[config.mk]
export PLATFORM = sky130hd
export DESIGN_NAME = msq_sequencer
export DESIGN_NICKNAME = d
export VERILOG_FILES = /design/src/common/msq_pkg.sv /design/src/rtl/msq_sequencer.sv
export SDC_FILE = /design/constraint.sdc
export NUM_CORES = 1
export LEC_CHECK = 0
export ABC_AREA = 1
export ABC_CLOCK_PERIOD_IN_PS = 3150
export BUFFER_PORTS_ARGS = -buffer_cell sky130_fd_sc_hd__buf_4
export CAP_MARGIN = 20
export CORE_ASPECT_RATIO = 0.5
export CORE_MARGIN = 2
export CORE_UTILIZATION = 49
export CTS_BUF_LIST = sky130_fd_sc_hd__clkbuf_8 sky130_fd_sc_hd__clkbuf_16
export CTS_CLUSTER_DIAMETER = 200
export DETAILED_ROUTE_END_ITERATION = 7
export MAX_ROUTING_LAYER = met4
export PLACE_DENSITY = 0.77
export RECOVER_POWER = 100
export SLEW_MARGIN = 20
export SYNTH_ARGS = -nofsm -noshare
export SYNTH_HDL_FRONTEND = slang
export SYNTH_SLANG_ARGS = --single-unit
[constraint.sdc]
create_clock -name clock_in -period 3.15 [get_ports clock_in]
set_input_delay 0 -clock clock_in [delete_from_list [all_inputs] [get_ports clock_in]]
set_output_delay 0 -clock clock_in [all_outputs]
set_load 0.1 [all_outputs]
[src/common/msq_pkg.sv]
package msq_pkg;
  localparam int WORD_W = 24;
  localparam int ADDR_W = 12;
  localparam int LOW_W = 15;
  localparam int BYTE_W = 8;
  localparam int M_LSB = 18;
  localparam int TM_LSB = 12;
  localparam int STOPS = 3;
  localparam logic [2:0] M_FULL = 3'h0;
  localparam logic [2:0] M_LOW = 3'h4;
  localparam logic [2:0] TM_INC = 3'h1;
  localparam logic [2:0] TM_DEC = 3'h2;
  localparam logic [ADDR_W-1:0] TRACE_ADDR = 12'h000;
  localparam logic [ADDR_W-1:0] P_RESET = 12'h000;
  localparam logic [1:0] RJ_GATE_CYC = 2'h2;
  localparam int CLK_NS = 40;
  localparam int STOP_NS = 4000;
  localparam int STOP_CYC = STOP_NS / CLK_NS;

  typedef struct packed {
    logic start;
    logic wr;
    logic [ADDR_W-1:0] addr;
    logic [WORD_W-1:0] wdata;
  } msq_mem_req_t;

  typedef struct packed {
    logic write;
    logic jump;
    logic rjump;
    logic trace;
    logic skip;
    logic done;
    logic stop;
  } msq_req_t;
endpackage

[src/rtl/msq_sequencer.sv]
`timescale 1ns/1ns
`default_nettype none
module msq_sequencer #(
  parameter int STOP_CYCLES = msq_pkg::STOP_CYC
) (
  // clock and reset
  input wire logic clock_in,
  input wire logic nrst_in,
  // command timing and instruction requests
  input wire logic cmd_step_in,
  input wire msq_pkg::msq_req_t req_in,
  input wire logic [msq_pkg::WORD_W-1:0] operand_in,
  input wire logic shift_nz_in,
  input wire logic shift_ctl_in,
  // repeat tally load
  input wire logic repeat_set_in,
  input wire logic tally_wr_in,
  input wire logic [msq_pkg::LOW_W-1:0] tally_in,
  // core memory
  input wire logic mem_resume_in,
  input wire logic mem_rvalid_in,
  input wire logic [msq_pkg::WORD_W-1:0] mem_rdata_in,
  output msq_pkg::msq_mem_req_t mem_out,
  // stop switches and resync timing
  input wire logic [msq_pkg::STOPS:1] stop_sw_in,
  input wire logic resync_pulse_in,
  input wire logic resync_clear_pulse_in,
  input wire logic stop_clear_in,
  // state seen by the datapath
  output logic [msq_pkg::WORD_W-1:0] order_out,
  output logic [msq_pkg::ADDR_W-1:0] loc_out,
  output logic [msq_pkg::LOW_W-1:0] tally_out,
  output logic repeat_again_out,
  output logic busy_out,
  output logic [msq_pkg::STOPS:0] stop_ind_out,
  output logic stop_pulse_out
);
  import msq_pkg::*;

  // ----------------------------------------------------------------
  // elaboration checks
  // ----------------------------------------------------------------
  // the pulse spacing check needs at least eight quiet cycles between pulses
  if (STOP_CYCLES < 9 || STOP_CYCLES > 255) begin : g_bad_stop
    $error("STOP_CYCLES must lie in 9..255");
  end

  typedef enum logic [3:0] {
    ST_IDLE, ST_WSTART, ST_WREAD, ST_WBACK,
    ST_FINC, ST_FSTART, ST_FREAD, ST_FBACK, ST_FXFER,
    ST_PINC, ST_SKIP1, ST_SKIP2
  } msq_state_t;

  msq_state_t state_q;
  logic res_s1_q, res_s2_q, res_s3_q;
  logic [STOPS:1] sw_s1_q, sw_s2_q, rsy_q, ss_q;
  logic wr_pend_q, fe_pend_q, resume_q, xfer_q, jmp_pend_q, rep_q;
  logic rj_q, tr_q, got_q;
  logic [1:0] cyc_q;
  logic [ADDR_W-1:0] s_q, p_q;
  logic [WORD_W-1:0] u_q, z_q;
  logic [LOW_W-1:0] tally_q;
  logic [STOPS:0] ind_q, ind_set;
  logic [7:0] stop_cnt_q;
  logic stop_pulse_q;
  logic idle, go_wr, go_fe, go_jp, res_edge, rd_ok, gate_ok, w_done;
  logic rep_go, end_go, stop_any;
  logic [2:0] m_sel, tm_sel;

  // ----------------------------------------------------------------
  // merge of operand into the stored word
  // ----------------------------------------------------------------
  function automatic logic [WORD_W-1:0] merge(
    input logic [WORD_W-1:0] old,
    input logic [WORD_W-1:0] opd,
    input logic [2:0] m
  );
    logic [WORD_W-1:0] w;
    w = old;
    if (m == M_FULL) begin
      w = opd;
    end else if (m == M_LOW) begin
      w[LOW_W-1:0] = opd[LOW_W-1:0];
    end else begin
      w[BYTE_W*(int'(m[1:0])-1) +: BYTE_W] = opd[BYTE_W-1:0];
    end
    return w;
  endfunction

  // ----------------------------------------------------------------
  // decode
  // ----------------------------------------------------------------
  assign m_sel = u_q[M_LSB +: 3];
  assign tm_sel = tally_q[TM_LSB +: 3];
  assign idle = (state_q == ST_IDLE);
  assign res_edge = res_s2_q & ~res_s3_q;
  assign stop_any = |ind_q;
  // memory cycles begin only with resume seen
  assign go_wr = idle & cmd_step_in & wr_pend_q & resume_q;
  // a pending stop indication delays the next fetch
  assign go_fe = idle & cmd_step_in & fe_pend_q & resume_q & ~go_wr
    & ~stop_any;
  assign go_jp = idle & cmd_step_in & jmp_pend_q & ~go_wr & ~go_fe;
  assign end_go = idle & req_in.done & ~go_wr & ~go_fe & ~go_jp;
  assign rep_go = end_go & rep_q & (tally_q != '0);
  assign rd_ok = mem_rvalid_in | got_q;
  assign gate_ok = ~rj_q | (cyc_q == RJ_GATE_CYC);
  assign w_done = (state_q == ST_WREAD) & rd_ok & gate_ok;

  // bit 0 stops on selector 0 or 4 whatever the switches say
  assign ind_set[0] = end_go & req_in.stop & (m_sel[1:0] == 2'h0);

  // ----------------------------------------------------------------
  // synchronisers for memory resume and stop switches
  // ----------------------------------------------------------------
  always_ff @(posedge clock_in or negedge nrst_in) begin
    if (!nrst_in) begin
      res_s1_q <= 1'b0;
      res_s2_q <= 1'b0;
      res_s3_q <= 1'b0;
      sw_s1_q <= '0;
      sw_s2_q <= '0;
    end else begin
      res_s1_q <= mem_resume_in;
      res_s2_q <= res_s1_q;
      res_s3_q <= res_s2_q;
      sw_s1_q <= stop_sw_in;
      sw_s2_q <= sw_s1_q;
    end
  end

  // ----------------------------------------------------------------
  // sequence state
  // ----------------------------------------------------------------
  always_ff @(posedge clock_in or negedge nrst_in) begin
    if (!nrst_in) begin
      state_q <= ST_IDLE;
    end else begin
      unique case (state_q)
        ST_IDLE: begin
          if (go_wr) begin
            state_q <= ST_WSTART;
          end else if (go_fe) begin
            state_q <= ST_FINC;
          end else if (go_jp && rj_q) begin
            state_q <= ST_PINC;
          end else if (req_in.skip && !end_go) begin
            state_q <= ST_SKIP1;
          end
        end
        ST_WSTART: state_q <= ST_WREAD;
        ST_WREAD: begin
          if (w_done) begin
            state_q <= ST_WBACK;
          end
        end
        ST_WBACK: state_q <= ST_IDLE;
        ST_FINC: state_q <= ST_FSTART;
        ST_FSTART: state_q <= ST_FREAD;
        ST_FREAD: begin
          if (mem_rvalid_in) begin
            state_q <= ST_FBACK;
          end
        end
        ST_FBACK: state_q <= ST_FXFER;
        ST_FXFER: begin
          if (!(shift_nz_in && shift_ctl_in)) begin
            state_q <= ST_IDLE;
          end
        end
        ST_PINC: state_q <= ST_IDLE;
        ST_SKIP1: state_q <= ST_SKIP2;
        ST_SKIP2: state_q <= ST_IDLE;
      endcase
    end
  end

  // ----------------------------------------------------------------
  // pending bits; a set in the clearing cycle wins
  // ----------------------------------------------------------------
  always_ff @(posedge clock_in or negedge nrst_in) begin
    if (!nrst_in) begin
      wr_pend_q <= 1'b0;
      fe_pend_q <= 1'b1;
      resume_q <= 1'b0;
      jmp_pend_q <= 1'b0;
      xfer_q <= 1'b0;
      rep_q <= 1'b0;
    end else begin
      wr_pend_q <= req_in.write | req_in.rjump | (wr_pend_q & ~go_wr);
      resume_q <= res_edge | (resume_q & ~go_wr & ~go_fe);
      jmp_pend_q <= req_in.jump | (state_q == ST_WBACK && rj_q)
        | (jmp_pend_q & ~go_jp);
      fe_pend_q <= (end_go & ~rep_go)
        | (go_jp & ~rj_q) | (state_q == ST_PINC)
        | (state_q == ST_SKIP2)
        | (fe_pend_q & ~go_fe);
      if (state_q == ST_FBACK) begin
        xfer_q <= 1'b1;
      end else if (state_q == ST_FXFER && !(shift_nz_in && shift_ctl_in)) begin
        xfer_q <= 1'b0;
      end
      if (repeat_set_in) begin
        rep_q <= 1'b1;
      end else if (end_go && !rep_go) begin
        rep_q <= 1'b0;
      end
    end
  end

  // ----------------------------------------------------------------
  // return jump and trace bookkeeping
  // ----------------------------------------------------------------
  always_ff @(posedge clock_in or negedge nrst_in) begin
    if (!nrst_in) begin
      rj_q <= 1'b0;
      tr_q <= 1'b0;
    end else if (req_in.rjump) begin
      rj_q <= 1'b1;
      tr_q <= req_in.trace;
    end else if (state_q == ST_PINC) begin
      rj_q <= 1'b0;
      tr_q <= 1'b0;
    end
  end

  // ----------------------------------------------------------------
  // memory read tracking
  // ----------------------------------------------------------------
  always_ff @(posedge clock_in or negedge nrst_in) begin
    if (!nrst_in) begin
      cyc_q <= 2'h0;
      got_q <= 1'b0;
    end else if (state_q == ST_WSTART) begin
      cyc_q <= 2'h0;
      got_q <= 1'b0;
    end else if (state_q == ST_WREAD) begin
      if (cyc_q != RJ_GATE_CYC) begin
        cyc_q <= cyc_q + 2'h1;
      end
      got_q <= got_q | mem_rvalid_in;
    end
  end

  // ----------------------------------------------------------------
  // locator and location counter
  // ----------------------------------------------------------------
  always_ff @(posedge clock_in or negedge nrst_in) begin
    if (!nrst_in) begin
      s_q <= '0;
    end else if (go_wr) begin
      // trace blocks the order-to-locator path
      s_q <= tr_q ? TRACE_ADDR : u_q[ADDR_W-1:0];
    end else if (go_fe) begin
      s_q <= p_q;
    end
  end

  always_ff @(posedge clock_in or negedge nrst_in) begin
    if (!nrst_in) begin
      p_q <= P_RESET;
    end else if (go_jp) begin
      p_q <= tr_q ? TRACE_ADDR : u_q[ADDR_W-1:0];
    end else if (state_q == ST_FINC || state_q == ST_PINC
        || state_q == ST_SKIP1 || state_q == ST_SKIP2) begin
      p_q <= p_q + 12'h001;
    end
  end

  // ----------------------------------------------------------------
  // buffer and order register
  // ----------------------------------------------------------------
  always_ff @(posedge clock_in or negedge nrst_in) begin
    if (!nrst_in) begin
      z_q <= '0;
    end else if (state_q == ST_WREAD) begin
      if (rj_q && cyc_q == RJ_GATE_CYC - 2'h1) begin
        z_q <= {{(WORD_W-ADDR_W){1'b0}}, p_q};
      end else if (mem_rvalid_in && !rj_q) begin
        z_q <= merge(mem_rdata_in, operand_in, m_sel);
      end
    end else if (state_q == ST_FREAD && mem_rvalid_in) begin
      z_q <= mem_rdata_in;
    end
  end

  always_ff @(posedge clock_in or negedge nrst_in) begin
    if (!nrst_in) begin
      u_q <= '0;
    end else if (state_q == ST_FXFER && !(shift_nz_in && shift_ctl_in)) begin
      u_q <= z_q;
    end else if (rep_go && tm_sel == TM_INC) begin
      u_q[LOW_W-1:0] <= u_q[LOW_W-1:0] + 15'h0001;
    end else if (rep_go && tm_sel == TM_DEC) begin
      u_q[LOW_W-1:0] <= u_q[LOW_W-1:0] - 15'h0001;
    end
  end

  // ----------------------------------------------------------------
  // repeat tally
  // ----------------------------------------------------------------
  always_ff @(posedge clock_in or negedge nrst_in) begin
    if (!nrst_in) begin
      tally_q <= '0;
    end else if (tally_wr_in) begin
      tally_q <= tally_in;
    end else if (rep_go) begin
      tally_q <= tally_q - 15'h0001;
    end
  end

  // ----------------------------------------------------------------
  // selective stop switches, one lane per switch
  // ----------------------------------------------------------------
  for (genvar k = 1; k <= STOPS; k++) begin : g_stop
    always_ff @(posedge clock_in or negedge nrst_in) begin
      if (!nrst_in) begin
        rsy_q[k] <= 1'b0;
        ss_q[k] <= 1'b0;
      end else begin
        if (resync_pulse_in) begin
          rsy_q[k] <= sw_s2_q[k];
        end
        // set wins over the clear pulse
        if (resync_pulse_in && rsy_q[k]) begin
          ss_q[k] <= 1'b1;
        end else if (resync_clear_pulse_in) begin
          ss_q[k] <= 1'b0;
        end
      end
    end
    assign ind_set[k] = end_go & req_in.stop & ss_q[k]
      & (m_sel[1:0] == 2'(k));
  end

  // ----------------------------------------------------------------
  // stop indication and periodic stop pulse
  // ----------------------------------------------------------------
  always_ff @(posedge clock_in or negedge nrst_in) begin
    if (!nrst_in) begin
      ind_q <= '0;
    end else begin
      ind_q <= ind_set | (ind_q & {(STOPS+1){~stop_clear_in}});
    end
  end

  always_ff @(posedge clock_in or negedge nrst_in) begin
    if (!nrst_in) begin
      stop_cnt_q <= 8'h00;
      stop_pulse_q <= 1'b0;
    end else if (!stop_any) begin
      stop_cnt_q <= 8'h00;
      stop_pulse_q <= 1'b0;
    end else begin
      // first pulse at once, then one per period
      stop_pulse_q <= (stop_cnt_q == 8'h00);
      if (stop_cnt_q == 8'(STOP_CYCLES - 1)) begin
        stop_cnt_q <= 8'h00;
      end else begin
        stop_cnt_q <= stop_cnt_q + 8'h01;
      end
    end
  end

  // ----------------------------------------------------------------
  // outputs
  // ----------------------------------------------------------------
  assign mem_out.start = (state_q == ST_WSTART) | (state_q == ST_FSTART);
  assign mem_out.wr = (state_q == ST_WBACK) | (state_q == ST_FBACK);
  assign mem_out.addr = s_q;
  assign mem_out.wdata = z_q;
  assign order_out = u_q;
  assign loc_out = p_q;
  assign tally_out = tally_q;
  assign repeat_again_out = rep_go;
  assign busy_out = ~idle;
  assign stop_ind_out = ind_q;
  assign stop_pulse_out = stop_pulse_q;
endmodule // msq_sequencer
`default_nettype wire

==> qor.csv, run 1 <==
metric;value;unit
status;finished, violations left;
violations;capacitance limit, slew limit;
final_common_cell;nand2_1;
setup_viol;0;
cts.path.max_buffers;2;
syn_inst;927;
worstMarginPinSlew;1.928;ns
synth_warnings;0;
min_period;2.996;ns
start_util;0.5085;
worstPathArrival;3.28;ns
finalMaxSlewViolations;74;
path_class;register to register;
antenna_found_initial;0;
crit_slowest_cell;dfrtp_4;
fmax;0.3338;GHz
layout-drive-gt1-share;0.2142;
path_cells;inv_4 > ha_4 > nand2_2 > nor2_4 > nand2_2 > nor2_4 > nand4_1 > nand2_2 > nor2_8 > nand2_8 > buf_12 > ha_4 > a21oi_1 > nand2_2 > a21oi_4 > o21ai_2 > buf_4 > xnor2_1 > o211ai_1;
startpoint_type;register;
yosysUniqueCellTypes;51;
critPathBufInv;3;
root_buffer;clkbuf_16;
drt_iter0_markers;613;
vias;7925;
grt_max_degree;75;
insertion_delay;0.42;ns
final_nets;1323;
min_period_over_period;0.9511;
skew;0.01207;ns
clkSinkCount;129;
drcViolationCount;0;
grt_pass1_wl;40.16;mm
overflow;0;
chipHeight;91.34;µm
synth_edf_count;0;
postRouteAntennaNets;0;
holdWs;0.01943;ns
worst_slack;0.1541;ns
cts_tree;built;
cp-end-kind;register;
ioPinCount;181;
drtPass1Iterations;6;
ys_ff_latch;129;
hold_class;input port to register;
totalWireLength;25.60;mm
grt_use_total;0.3268;
avgRoutedWirePerCell;18.02;µm
rsz0062_at_grt;true;
globalplace.congestion;0.9662;
syn_avg_cell_area;8.063;µm²
antenna_cells;0;
maxSlewHeadroom;-0.2851;
maxCapViolations;1;
syn_to_final_growth;43.30;%
fp-row-count;31;
ys_top_cells_by_area;dfrtp_1, nand2_1, inv_1;
worstHoldStart;operand_in[0];
viasPerCell;5.577;
cp_slowest_stage_delay;0.50;ns
h-tree-depth;4;
yosys.area.top_type;dfrtp_1;
syn_area;7475;µm²
grt_pass1_vias;7919;
pre_cts_ws;-0.03163;ns
critPathRequiredTime;3.44;ns
syn_nets;1040;
port_buffers;180;
synth_ff_type;dfrtp_1;
fp.dieArea;16320;µm²
worst_path_most_repeated_cell;nand2_2;
hpwlAfterDp;17.94;mm
hold_viol_final;0;
critical-path-top-delay-family;simple AND/OR/NAND/NOR gates;
clkTransAtPathRegs;0.06;ns
fp.coreArea;14700;µm²
path_max_fanout;5;
startpoint;tally_out[1]$_DFFE_PN0P_;
timing.rr.start;tally_out[1]$_DFFE_PN0P_;
final_cell_mix;nand2_1, buf_4, inv_1;
cts_buffers;17;
ys_async_sr_fraction;1.000;
netlist.area_leader.share;0.4285;
yosysSeqAreaShare;0.4320;
die_x;178.7;µm
-- flip-flops by register name, indices dropped and copies added (netlist names), 4 cells and up --
name          flops
loc_out          12
order_out        24
s_q              12
state_q           4
stop_cnt_q        8
stop_ind_out      4
tally_out        15
z_q              24
-- cell usage after synthesis (3+ instances only) --
library cell    n
a211oi_1        4
a21o_1          3
a21oi_1        71
a22oi_1        13
a31oi_1         9
buf_2           6
clkbuf_1       16
dfrtp_1       128
ha_1           27
inv_1         124
inv_2           4
nand2_1       172
nand3_1        41
nand4_1         7
nor2_1         82
nor2_4          6
nor3_1         19
nor4_1          3
o211ai_1       39
o21ai_0        50
o221ai_1       18
o22ai_1        14
o31ai_1         8
or2_2           3
xnor2_1         9
xor2_1         17
-- per-layer routing --
layer	vias to the layer above	wire length (µm)	global-route usage
met4	0	901	0.1321
li1	3717	-	-
met2	353	12060	0.5048
met5	-	0	-
met3	80	1753	0.06784
met1	3775	10890	0.4211
-- tightest hold or removal path, stage by stage --
cell      delay (ns)
buf_4           0.12
nand2_1         0.07
nand2_1         0.06
o211ai_1        0.08
a21oi_1         0.07
-- path summary, 6_finish.rpt --
| check | depth (start not counted) | slack [ns] | end |
|---|---|---|---|
| setup / recovery | 19 | 0.15 | order_out[10]$_DFFE_PN0P_ |
| hold / removal | 5 | 0.02 | z_q[0]$_DFFE_PN0P_ |
| setup reg to reg | 19 | 0.15 | order_out[10]$_DFFE_PN0P_ |
| hold reg to reg | 0 | 0.35 | sw_s2_q[3]$_DFF_PN0_ |
| max in group asynchronous | 2 | 1.33 | s_q[3]$_DFFE_PN0N_ |
| min in group asynchronous | 2 | 0.63 | stop_cnt_q[4]$_DFF_PN0_ |
-- final cells by class --
class | count | area (µm²)
clock buffers | 17 | 425.4
clock inverters | 15 | 161.4
fillers | 1188 | 3989
inverters | 131 | 503.0
multi-input cells | 641 | 3921
flip-flops and latches | 129 | 3261
well taps | 198 | 247.7
repair buffers | 290 | 2192
-- per-stage QoR --
step | cells | area (µm²) | setup TNS, ns | utilization
final | 1421 | 10710 | 0 | 0.7287
after global routing | 1421 | 10710 | -0.1840 | 0.7287
after CTS | 1409 | 10730 | 0 | 0.7298
after detailed placement | 1297 | 9325 | -0.05830 | 0.6344
after global placement | 1297 | 9325 | 0 | 0.6344
after floorplan | 927 | 7702 | -0.6662 | -
-- kinds of logic after synthesis --
kind of cell             after synthesis  share of synthesized area
adder cells (fa/ha/maj)               28                    0.04787
XOR/XNOR                              26                    0.03047
buffers and inverters                157                    0.08269
AND/OR/NAND/NOR                      351                     0.2111
flip-flops                           129                     0.4320
AO/OA/AOI/OAI                        236                     0.1958
-- repair_timing --
item	CTS	global route
gates resized for setup	3	22
hold buffers	80	0
buffers inserted	0	12
endpoints found under the setup margin	4	27
hold endpoints to repair	132	0
pin swaps	0	11
Power of run 1 is not shown: default switching activity piles up to over one toggle a cycle in this logic, so the estimate is an artifact.
==> inputs of run 2 (changes only) <==
- MAX_ROUTING_LAYER: met4 -> default
==> run 2 against run 1 <==
Effect of this change:
- the flow still finishes with violations (capacitance limit, slew limit)
- non-clock buffer count rose by 2
- first-iteration DRC count rose by 12%
- clock-buffer cell count rose by 2
- maximum frequency fell by 3.0%
- design area fell by 1.1%
- register-to-register slack got worse by 0.09 ns
- cell count rose by 0.21%
- critical path depth did not move
- routed wire length barely moved
- setup slack got worse by 0.093 ns
- die area did not move
- largest cell class unchanged
==> qor.csv, run 2 (synthesis results as in run 1) <==
metric;value;unit
reg2reg_slack;0.06;ns
final_nets;1326;
hold_viol_final;0;
viasPerCell;5.659;
chipHeight;91.34;µm
fp-row-count;31;
overflow;0;
clkSinkCount;129;
die_x;178.7;µm
drt_iter0_markers;684;
worstHoldStart;operand_in[4];
maxSlewHeadroom;-0.05786;
hold_class;input port to register;
dpl-instance-area;9310;µm²
holdWs;0.01555;ns
min_period;3.089;ns
reg2reg_depth;19;
cts_buffers;17;
grt_max_degree;66;
startpoint;state_q[1]$_DFFE_PN0P_;
hold_depth;5;
r2r-end;order_out[11]$_DFFE_PN0P_;
path_max_fanout;8;
final_cell_area;10600;µm²
finalMaxSlewViolations;66;
worstMarginPinSlew;1.587;ns
grt_use_total;0.3123;
grt_pass1_wl;39.60;mm
vias;8059;
path_class;register to register;
root_buffer;clkbuf_16;
status;finished, violations left;
layout-drive-gt1-share;0.1933;
postRouteAntennaNets;0;
cp-end-kind;register;
fillers;1175;
avgRoutedWirePerCell;17.97;µm
maxCapViolations;1;
syn_to_final_growth;41.75;%
startpoint_type;register;
h-tree-depth;4;
clkTransAtPathRegs;0.06;ns
drtPass1Iterations;6;
drcViolationCount;0;
ioPinCount;181;
rsz0062_at_grt;true;
globalplace.congestion;0.9249;
totalWireLength;25.59;mm
violations;capacitance limit, slew limit;
hpwlAfterDp;17.29;mm
min_period_over_period;0.9808;
fmax;0.3237;GHz
port_buffers;180;
insertion_delay;0.43;ns
critPathRequiredTime;3.46;ns
skew;0.01303;ns
grt_pass1_vias;7842;
cts.path.max_buffers;2;
antenna_found_initial;0;
fp.coreArea;14700;µm²
start_util;0.5085;
timing.rr.start;state_q[1]$_DFFE_PN0P_;
setup_viol;0;
cts_tree;built;
antenna_cells;0;
worstPathArrival;3.40;ns
holdPathEnd;z_q[4]$_DFFE_PN0P_;
final_cell_mix;nand2_1, inv_1, dfrtp_1, buf_4, clkbuf_1;
final_common_cell;nand2_1;
fp.dieArea;16320;µm²
[run 2: worst max-delay path: stages, from the launching register on]
cell      delay [ns]
dfrtp_1         0.40
nor2_4          0.19
buf_12          0.13
nand2_8         0.04
inv_1           0.07
nand2_1         0.07
nor2_2          0.18
nand3_4         0.14
nor2_8          0.17
nand2_8         0.10
buf_8           0.16
ha_1            0.34
a21oi_1         0.23
o21ai_1         0.13
o21bai_1        0.20
nand2_1         0.07
nand2_1         0.07
xor2_1          0.15
nand2_1         0.06
nand3_1         0.06
[run 2: metal layers]
metal | up-vias | global-route usage | part of all wire | wire length, µm
li1 | 3739 | - | - | -
met1 | 3833 | 0.3974 | 0.41 | 10530
met2 | 397 | 0.5058 | 0.47 | 11930
met3 | 90 | 0.08124 | 0.085 | 2165
met4 | 0 | 0.1294 | 0.038 | 965
met5 | - | 0 | 0 | 0
[run 2: worst max path at each step]
stage | endpoint | slack [ns] | cells after the start
2_1_floorplan | order_out[13]$_DFFE_PN0P_ | -0.20 | 20
5_1_grt | order_out[11]$_DFFE_PN0P_ | -0.11 | 18
4_1_cts | order_out[12]$_DFFE_PN0P_ | 0.005 | 21
3_3_place_gp | order_out[12]$_DFFE_PN0P_ | 0.09 | 21
3_5_place_dp | order_out[11]$_DFFE_PN0P_ | 0.009 | 18
6_report | order_out[11]$_DFFE_PN0P_ | 0.06 | 19
[run 2: final cells by class]
type                            count  area [µm²]  share of cell area
Clock buffer                       19       452.9             0.04275
Tap cell                          198       247.7             0.02338
Inverter                          131       503.0             0.04747
Clock inverter                     13       125.1             0.01181
Timing Repair inverter              1       7.507           0.0007085
Sequential cell                   129        3261              0.3077
Multi-Input combinational cell    641        3933              0.3712
Timing Repair Buffer              292        2066              0.1950
[run 2: repair_timing]
item / CTS / global route
cloned: 0 / 1
endpoints found under the setup margin: 2 / 19
hold buffers: 82 / 0
gates resized for setup: 1 / 29
hold endpoints to repair: 122 / 0
setup buffers: 0 / 14
pin swaps: 1 / 18
[run 2: stage by stage]
| step | utilization | std cells | setup WS (ns) | TNS (ns) |
|---|---|---|---|---|
| after detailed placement | 0.6333 | 1295 | 0.008728 | 0 |
| final | 0.7207 | 1424 | 0.06064 | 0 |
| after CTS | 0.7287 | 1409 | 0.004921 | 0 |
| after floorplan | - | 927 | -0.2025 | -0.6662 |
| after global placement | 0.6333 | 1295 | 0.09334 | 0 |
| after global routing | 0.7207 | 1424 | -0.1060 | -0.2001 |
Power of run 2 is left out for the same reason.
